[src/hw/ccc_pkg.sv]
package ccc_pkg;
  // ****************************************
  // clock and reference oscillator
  // ****************************************
  localparam int MCLK_HZ = 20_000_000;
  localparam int MCLK_PERIOD_NS = 50;
  localparam int OSC_HZ = 1_600_000;
  // mclk cycles per reference oscillator cycle, rounded down
  localparam int OSC_DIV_DEF = MCLK_HZ / OSC_HZ;
  localparam int CHOP_OSC_CYC = 16;
  // ****************************************
  // blanking, overcurrent and sensing
  // ****************************************
  localparam int BLANK_NS = 400;
  localparam int BLANK_CYC = (BLANK_NS + MCLK_PERIOD_NS - 1) / MCLK_PERIOD_NS;
  localparam int OC_MASK_OSC = 4;
  localparam int OC_SHUT_MAX_OSC = 8;
  localparam int VREF_GAIN_DIV = 5;
  localparam int SENSE_W_DEF = 8;
  // ****************************************
  // bridge modes and switch patterns
  // ****************************************
  typedef enum logic [1:0] {
    MODE_CHARGE = 2'b00,
    MODE_SLOW = 2'b01,
    MODE_FAST = 2'b10,
    MODE_OFF = 2'b11
  } ccc_mode_e;
  // pattern bit order: high one, high two, low one, low two
  localparam logic [3:0] SW_OFF = 4'h0;
  localparam logic [3:0] SW_FWD_CHARGE = 4'h9;
  localparam logic [3:0] SW_SLOW = 4'h3;
  localparam logic [3:0] SW_FWD_FAST = 4'h6;
  localparam logic [3:0] SW_REV_CHARGE = 4'h6;
  localparam logic [3:0] SW_REV_FAST = 4'h9;
  localparam ccc_mode_e MODE_RST = MODE_OFF;
endpackage

[src/hw/ccc_chopper.sv]
`timescale 1ns/1ps
module ccc_chopper #(
  parameter int OSC_DIV = ccc_pkg::OSC_DIV_DEF,
  parameter int SENSE_W = ccc_pkg::SENSE_W_DEF
) (
  // clock and reset
  input wire logic mclk_in,
  input wire logic sys_rst_in,
  // controller pins
  input wire logic standby_n_in,
  input wire logic phase_in,
  input wire logic fast_decay_in,
  // sensing and fault detectors
  input wire logic overcurrent_in,
  input wire logic thermal_fault_in,
  input wire logic [SENSE_W-1:0] sense_code_in,
  input wire logic [SENSE_W-1:0] vref_code_in,
  // bridge switches
  output logic high_side_switch_one_out,
  output logic high_side_switch_two_out,
  output logic low_side_switch_one_out,
  output logic low_side_switch_two_out,
  // status
  output logic overcurrent_shutdown_out,
  output logic thermal_shutdown_out,
  output logic [1:0] chop_mode_out
);
  localparam int DIV_W = $clog2(OSC_DIV);
  localparam int CHOP_W = $clog2(ccc_pkg::CHOP_OSC_CYC);
  localparam int BLANK_W = $clog2(ccc_pkg::BLANK_CYC + 1);
  localparam int SYNC_W = 5 + 2 * SENSE_W;
  localparam int CHOP_CYC = ccc_pkg::CHOP_OSC_CYC * OSC_DIV;
  localparam int GAP_W = $clog2(CHOP_CYC + 1);
  localparam int OCH_MAX = ccc_pkg::OC_SHUT_MAX_OSC * OSC_DIV;
  localparam int OCH_W = $clog2(OCH_MAX + 1);

  if (OSC_DIV < 2 || SENSE_W < 1) begin : g_bad_param
    $error("ccc_chopper: OSC_DIV must be at least 2 and SENSE_W at least 1");
  end

  // ****************************************
  // input synchronisers
  // ****************************************
  logic [SYNC_W-1:0] sync1_reg;
  logic [SYNC_W-1:0] sync2_reg;
  logic standby_s;
  logic phase_s;
  logic fast_s;
  logic oc_s;
  logic tsd_s;
  logic [SENSE_W-1:0] sense_s;
  logic [SENSE_W-1:0] vref_s;

  // one 50 ns pulse spans a full mclk period, so it is always sampled
  always_ff @(posedge mclk_in) begin
    if (sys_rst_in) begin
      sync1_reg <= '0;
      sync2_reg <= '0;
    end else begin
      sync1_reg <= {standby_n_in, phase_in, fast_decay_in, overcurrent_in,
                    thermal_fault_in, sense_code_in, vref_code_in};
      sync2_reg <= sync1_reg;
    end
  end

  assign {standby_s, phase_s, fast_s, oc_s, tsd_s, sense_s, vref_s} = sync2_reg;

  // ****************************************
  // chopper control
  // ****************************************
  ccc_pkg::ccc_mode_e mode_reg;
  ccc_pkg::ccc_mode_e mode_next;
  logic [DIV_W-1:0] osc_div_reg;
  logic [DIV_W-1:0] osc_div_next;
  logic [CHOP_W-1:0] chop_cnt_reg;
  logic [CHOP_W-1:0] chop_cnt_next;
  logic [BLANK_W-1:0] blank_reg;
  logic [BLANK_W-1:0] blank_next;
  logic [2:0] oc_cnt_reg;
  logic [2:0] oc_cnt_next;
  logic ocs_reg;
  logic ocs_next;
  logic tsd_reg;
  logic tsd_next;
  logic phase_reg;
  logic phase_next;
  logic [3:0] sw_reg;
  logic [3:0] sw_next;
  logic run;
  logic osc_tick;
  logic period_start;
  logic phase_chg;
  logic at_limit;
  logic [SENSE_W+2:0] sense_x5;

  function automatic logic [3:0] sw_pattern(input ccc_pkg::ccc_mode_e m, input logic fwd);
    logic [3:0] p;
    p = ccc_pkg::SW_OFF;
    unique case (m)
      ccc_pkg::MODE_CHARGE: p = fwd ? ccc_pkg::SW_FWD_CHARGE : ccc_pkg::SW_REV_CHARGE;
      ccc_pkg::MODE_SLOW: p = ccc_pkg::SW_SLOW;
      ccc_pkg::MODE_FAST: p = fwd ? ccc_pkg::SW_FWD_FAST : ccc_pkg::SW_REV_FAST;
      ccc_pkg::MODE_OFF: p = ccc_pkg::SW_OFF;
    endcase
    return p;
  endfunction

  // oscillator stops in standby and in either shutdown
  assign run = standby_s && !ocs_reg && !tsd_reg;
  assign osc_tick = run && (osc_div_reg == DIV_W'(OSC_DIV - 1));
  assign period_start = osc_tick
                        && (chop_cnt_reg == CHOP_W'(ccc_pkg::CHOP_OSC_CYC - 1));
  assign phase_chg = phase_s != phase_reg;
  assign sense_x5 = (SENSE_W + 3)'(sense_s) * (SENSE_W + 3)'(ccc_pkg::VREF_GAIN_DIV);
  assign at_limit = sense_x5 >= {3'h0, vref_s};

  always_comb begin
    mode_next = mode_reg;
    osc_div_next = osc_div_reg;
    chop_cnt_next = chop_cnt_reg;
    blank_next = blank_reg;
    oc_cnt_next = oc_cnt_reg;
    phase_next = phase_s;
    if (!run) begin
      osc_div_next = '0;
      chop_cnt_next = '0;
    end else if (osc_tick) begin
      osc_div_next = '0;
      chop_cnt_next = CHOP_W'(chop_cnt_reg + 1'b1);
    end else begin
      osc_div_next = DIV_W'(osc_div_reg + 1'b1);
    end
    if (blank_reg != '0) begin
      blank_next = BLANK_W'(blank_reg - 1'b1);
    end
    if (!run) begin
      mode_next = ccc_pkg::MODE_OFF;
    end else if (mode_reg == ccc_pkg::MODE_OFF || period_start || phase_chg) begin
      mode_next = ccc_pkg::MODE_CHARGE;
      blank_next = BLANK_W'(ccc_pkg::BLANK_CYC);
    end else if (mode_reg == ccc_pkg::MODE_CHARGE && blank_reg == '0 && at_limit) begin
      mode_next = fast_s ? ccc_pkg::MODE_FAST : ccc_pkg::MODE_SLOW;
      blank_next = BLANK_W'(ccc_pkg::BLANK_CYC);
    end
    if (!oc_s || !run) begin
      oc_cnt_next = '0;
    end else if (osc_tick && oc_cnt_reg != 3'(ccc_pkg::OC_MASK_OSC)) begin
      oc_cnt_next = 3'(oc_cnt_reg + 1'b1);
    end
    ocs_next = standby_s && (ocs_reg || oc_cnt_reg == 3'(ccc_pkg::OC_MASK_OSC));
    tsd_next = standby_s && (tsd_reg || tsd_s);
    sw_next = sw_pattern(mode_next, phase_next);
  end

  always_ff @(posedge mclk_in) begin
    if (sys_rst_in) begin
      mode_reg <= ccc_pkg::MODE_RST;
      osc_div_reg <= '0;
      chop_cnt_reg <= '0;
      blank_reg <= '0;
      oc_cnt_reg <= 3'h0;
      ocs_reg <= 1'b0;
      tsd_reg <= 1'b0;
      phase_reg <= 1'b0;
      sw_reg <= ccc_pkg::SW_OFF;
    end else begin
      mode_reg <= mode_next;
      osc_div_reg <= osc_div_next;
      chop_cnt_reg <= chop_cnt_next;
      blank_reg <= blank_next;
      oc_cnt_reg <= oc_cnt_next;
      ocs_reg <= ocs_next;
      tsd_reg <= tsd_next;
      phase_reg <= phase_next;
      sw_reg <= sw_next;
    end
  end

  assign {high_side_switch_one_out, high_side_switch_two_out,
          low_side_switch_one_out, low_side_switch_two_out} = sw_reg;
  assign overcurrent_shutdown_out = ocs_reg;
  assign thermal_shutdown_out = tsd_reg;
  assign chop_mode_out = mode_reg;

  // ****************************************
  // assertions
  // ****************************************
  logic [GAP_W-1:0] gap_reg;
  logic [OCH_W-1:0] och_reg;

  always_ff @(posedge mclk_in) begin
    if (sys_rst_in || !run || period_start) begin
      gap_reg <= '0;
    end else begin
      gap_reg <= GAP_W'(gap_reg + 1'b1);
    end
    if (sys_rst_in || !oc_s || !standby_s || !(run || ocs_reg)) begin
      och_reg <= '0;
    end else if (och_reg != OCH_W'(OCH_MAX)) begin
      och_reg <= OCH_W'(och_reg + 1'b1);
    end
  end
endmodule // ccc_chopper

[config.mk]
export PLATFORM = sky130hd
export DESIGN_NAME = ccc_chopper
export DESIGN_NICKNAME = d
export VERILOG_FILES = /design/src/hw/ccc_pkg.sv /design/src/hw/ccc_chopper.sv
export SDC_FILE = /design/constraint.sdc
export NUM_CORES = 1
export LEC_CHECK = 0
export BUFFER_PORTS_ARGS = -buffer_cell sky130_fd_sc_hd__buf_2
export CELL_PAD_IN_SITES_DETAIL_PLACEMENT = 2
export CELL_PAD_IN_SITES_GLOBAL_PLACEMENT = 2
export CORE_MARGIN = 4
export CORE_UTILIZATION = 38
export CTS_BUF_LIST = sky130_fd_sc_hd__clkbuf_8
export DETAILED_ROUTE_END_ITERATION = 6
export GPL_TIMING_DRIVEN = 0
export PLACE_DENSITY = 0.77
export SLEW_MARGIN = 40
export SYNTH_ARGS = -nofsm -noshare
export SYNTH_HDL_FRONTEND = slang
export SYNTH_SLANG_ARGS = --single-unit
[constraint.sdc]
create_clock -name mclk_in -period 4.1 [get_ports mclk_in]
set_input_delay 0.615 -clock mclk_in [delete_from_list [all_inputs] [get_ports mclk_in]]
set_output_delay 0.615 -clock mclk_in [all_outputs]
set_load 0.005 [all_outputs]
# Word level (Yosys, flattened, before mapping)
# Index checks and enable logic that the tools add are counted.
# word_totals
in_bits,23
mem_bits_ro,0
wordCells,63
latch_bits,0
n_memories,0
out_inout_bits,8
ram_bits,0
register_bits,66
# classes
n_mul,1
n_addsub,4
eq_ne,9
mux,11
n_reduce_logical,25
n_div,0
shifts,0
bitwise_logic,1
order_cmp,1
# op_table
op,count
4-bit two-way mux,6
4-bit one-hot mux with 4 select lines,1
11-bit by 8-bit greater-or-equal comparator with 1-bit output,1
"8-bit by 3-bit multiplier with 11-bit output, second input constant",1
1-bit logical AND,9
"4-bit by 1-bit adder with 4-bit output, second input constant",2
"4-bit == test, second input constant",2
2-bit two-way mux,4
"2-bit == test, second input constant",3
1-bit logical OR,5
1-bit logical NOT,4
2-bit logical NOT,2
4-bit logical NOT,1
4-bit nonzero test,1
2-bit OR reduction,2
"4-bit by 1-bit subtractor with 4-bit output, second input constant",1
"3-bit by 1-bit adder with 3-bit output, second input constant",1
"3-bit == test, second input constant",1
"3-bit inequality test, second input constant",1
3-bit OR reduction,1
"2-bit by 1-bit == test with 1-bit output, second input constant",1
1-bit inequality test,1
1-bit NOT,1

# Depth between registers and ports, before layout
# logic_depth
word_depth,11
mapped_depth,14
depth_no_buf,14

# Worst setup path after synthesis
# No wires, ideal clock.
# synth_path
path_type,reg2reg
from,register sync2_reg[11]
to,register sw_reg[0]
n_path_buf,0
required_time_ps,4026
t_arrival_ps,2890
path_slack_ps,1135
path_stages_with_launch,15
setup_time_ps,74
synth_period_minus_slack_ps,2965
cell_sequence,dfxtp_1 ha_1 ha_1 inv_1 fa_1 nor2b_1 o31a_1 a21oi_1 ha_1 o211ai_1 nor3_1 nand4b_1 o21a_1 or3b_1 a31oi_1
# synth_via
elab_chain_cells,8
word_cells_on_any_way,11
classes_between,mul: 1; order compare: 1; eq/ne: 3; mux: 4; reduce/logical: 2
# synth_lines
item,line,source
"start, declared",ccc_chopper.sv:45,logic [SYNC_W-1:0] sync2_reg;
"start signal, assigned",ccc_chopper.sv:62,sync2_reg <= sync1_reg;
8-bit by 3-bit multiplier with 11-bit output *,ccc_chopper.sv:114,assign sense_x5 = (SENSE_W + 3)'(sense_s) * (SENSE_W + 3)'(ccc_pkg::VREF_GAIN_DIV);
11-bit by 8-bit greater-or-equal comparator with 1-bit output *,ccc_chopper.sv:115,"assign at_limit = sense_x5 >= {3'h0, vref_s};"
1-bit logical AND *,ccc_chopper.sv:141,end else if (mode_reg == ccc_pkg::MODE_CHARGE && blank_reg == '0 && at_limit) begin
2-bit two-way mux *,ccc_chopper.sv:141,
2-bit two-way mux *,ccc_chopper.sv:138,end else if (mode_reg == ccc_pkg::MODE_OFF || period_start || phase_chg) begin
2-bit two-way mux *,ccc_chopper.sv:136,if (!run) begin
2-bit == test (tied with other cells),ccc_chopper.sv:99,unique case (m)
4-bit one-hot mux with 4 select lines *,ccc_chopper.sv:99,
"end signal, assigned",ccc_chopper.sv:165,sw_reg <= ccc_pkg::SW_OFF;
"end signal, assigned",ccc_chopper.sv:175,sw_reg <= sw_next;
"end, declared",ccc_chopper.sv:87,logic [3:0] sw_reg;
# Mark *: on every way between the ends. The rest lies on a longest branch, timed or not.
# A chain may end at the register's enable or synchronous reset.

# Worst setup path in the final report
# layout_path
from,register sync2_reg[9]
to,register sw_reg[0]
# Same word-level chain as after synthesis.

==> reports/metrics.csv <==
metric,value,unit
worstMarginPinSlew,0.6658,ns
synth_top_area_frac,0.4793,
die-area,8681,sq um
coreArea,6907,sq um
multi_input_area,1334,sq um
fin_area,3222,sq um
async_flop_share,0,
grt_pass1_wl,11060,microns
antenna_found_initial,0,
nets,362,
synth_warnings,0,
routedWlPerCell,15.53,microns
netlist_area,2756,sq um
cts_resized,0,
clkLatencyLatePin,0.34,ns
timing.final.crit_share,0.8280,
cpMostUsedCell,ha_1,
initial_core_util,0.3991,
die-height,93.17,microns
viasPerCell,4.831,
synth_mux_area_frac,0.01135,
criticalPathCategory,flip-flop to flip-flop,
stdcell_count,414,
synth_nets,321,
grt_use_met1,0.1923,
groute.usage.overall,0.1656,
cap_violations,0,
nFillCells,761,
dpl.cell_count,398,
timing.hold.ws,0.4450,ns
io_pins,31,
cp-start-kind,flip-flop,
cts_tree,built,
cp_data_arrival_time,3.66,ns
worst_path_max_delay_cell,or3b_1,
max_freq,294.6,MHz
dpl-instance-area,3027,sq um
slew_headroom,0.5503,
clkSlewWorstSetupHoldPaths,0.08,ns
hold_path_class,flip-flop to flip-flop,
critPathMaxStageDelay,0.42,ns
hpwl,4687,microns
crit_chain,"ha_1, ha_1, inv_1, fa_1, nor2b_1, o31a_1, a21oi_1, ha_1, o211ai_1, nor3_1, nand4b_1, o21a_1, or3b_1, a31oi_1",
ys_types,46,
critPathBufInv,1,
p_leak,1.344,nW
post_cts_buffers,0,
ys_seq_area_frac,0.4793,
path_delay_family,adder cells,
synth-simple-area-share,0.2256,
cts-buffers-inserted,9,
ff_latch_area,1321,sq um
grt_busiest_layer,met2,
power.density,445.3,nW/um^2
vias,2000,
grt_setup_unrepaired,no,
period_minus_slack,3.395,ns
ant_nets,0,
worst_setup_path_end_kind,flip-flop,
setup_tns,0,ns
io_buffers,30,
irDropWorstVdd,0.3062,mV
place.gp.congestion,0.7685,
first_global_vias,2275,
cts_sinks,66,
synth_cells,272,
synth_compound_area_frac,0.09759,
dr.pass1.iters,4,
synth-xor-area-share,0.02860,
hold_buffers,0,
htree_levels,3,
drive_above_1_share,0.1730,
worstPathRequired,4.37,ns
grt_remaining_overflow,0,
cts-root-buf,clkbuf_8,
grt_max_degree,13,
wirelength,6429,microns
fp.dieW,93.17,microns
diodes,0,
syn_area_per_cell,10.13,sq um
area_growth,16.89,%
core.rowCount,30,
yosysTopAreaCell,dfxtp_1,
cts_max_path_buffers,2,
synthTopCellsByArea,"dfxtp_1, ha_1, nor2b_1",
synth_edf_count,0,
finalHoldViolations,0,
layout_common_cells,"dfxtp_1, nor2b_1, buf_2",
slew_violations,0,
status,"finished, final reports clean",
synth_fa_ha_area_frac,0.1207,
ys.flop_type,dfxtp_1,
drtIter0Drc,29,
mostFrequentLayoutCell,dfxtp_1,
synth_top_family_by_area,simple AND/OR/NAND/NOR gates,
cp_max_fo,5,
skew,0.009714,ns
setup_viol,0,
grtUsageMet3,0.03379,
drcViolationCount,0,
grtUsageMet2,0.2951,
yosys_register_bits,66,
==> synthesized netlist by cell type (2+ instances only) <==
cell type and n:
a211oi_1 5, a21oi_1 9, a31oi_1 2, clkbuf_1 6, dfxtp_1 66, ha_1 25
inv_1 18, mux2i_1 2, nand2_1 11, nand2b_1 3, nand3_1 4, nand3b_1 2
nand4_1 2, nor2_1 19, nor2b_1 44, nor3_1 8, nor3b_1 3, o211ai_1 2
o21a_1 2, o21ai_0 3, o21ba_2 2, o21bai_1 2, or3b_1 2, xnor2_1 7
xor2_1 2
==> area by class of cell <==
cell class	count	share of cell area
multi-input combinational	181	0.4140
timing repair buffer	30	0.04660
buffer	7	0.01049
clock buffer	9	0.03845
clock inverter	7	0.02214
inverter	18	0.02097
sequential	66	0.4101
tap	96	0.03728
==> routing by layer <==
| layer | share of wire | routed length, microns |
|---|---|---|
| met5 | 0 | 0 |
| met4 | 0.015 | 94 |
| met3 | 0.026 | 169 |
| met2 | 0.51 | 3300 |
| met1 | 0.45 | 2864 |
==> cell families after synthesis <==
kind of cell / after synthesis
muxes: 3
DFF: 66
xor gates and xnor gates: 9
AOI/OAI and AO/OA: 36
and+or+nand+nor: 107
buffers and inverters: 25
adders and majority gates: 26
==> where the power goes <==
part           switching (mW)  total (mW)  internal [mW]  leakage [nW]
logic                   0.104       0.199         0.0949         0.705
clock network           0.257       0.536          0.279        0.0966
registers              0.0218       0.699          0.677         0.542
==> per-stage QoR <==
| step | utilization | setup WS (ns) | power (mW) |
|---|---|---|---|
| CTS | 0.4665 | 0.6614 | 1.453 |
| floorplan | - | 1.135 | 0.8488 |
| global placement | 0.4382 | 0.7776 | 0.8940 |
| global route | 0.4665 | 0.3750 | 1.514 |
| finish | 0.4665 | 0.7054 | 1.435 |
| detailed placement | 0.4382 | 0.6862 | 0.9084 |
==> worst register-to-register path, delay by kind of cell (launching register included) <==
family          cells  cell delay [ns]
buf+inv             1             0.07
simple gates        4             0.91
compound gates      5             0.82
fa+ha+maj           4             1.19
flops               1             0.34
==> path summary, 6_finish.rpt <==
path / cells past startpoint / slack [ns] / end / from
setup / recovery: 14 / 0.71 / sw_reg[0] / sync2_reg[9]
hold / removal: 2 / 0.45 / thermal_shutdown_out / sync2_reg[16]
setup reg to reg: 14 / 0.71 / sw_reg[0] / sync2_reg[9]
hold reg to reg: 2 / 0.45 / thermal_shutdown_out / sync2_reg[16]
(Power assumes the default switching activity.)
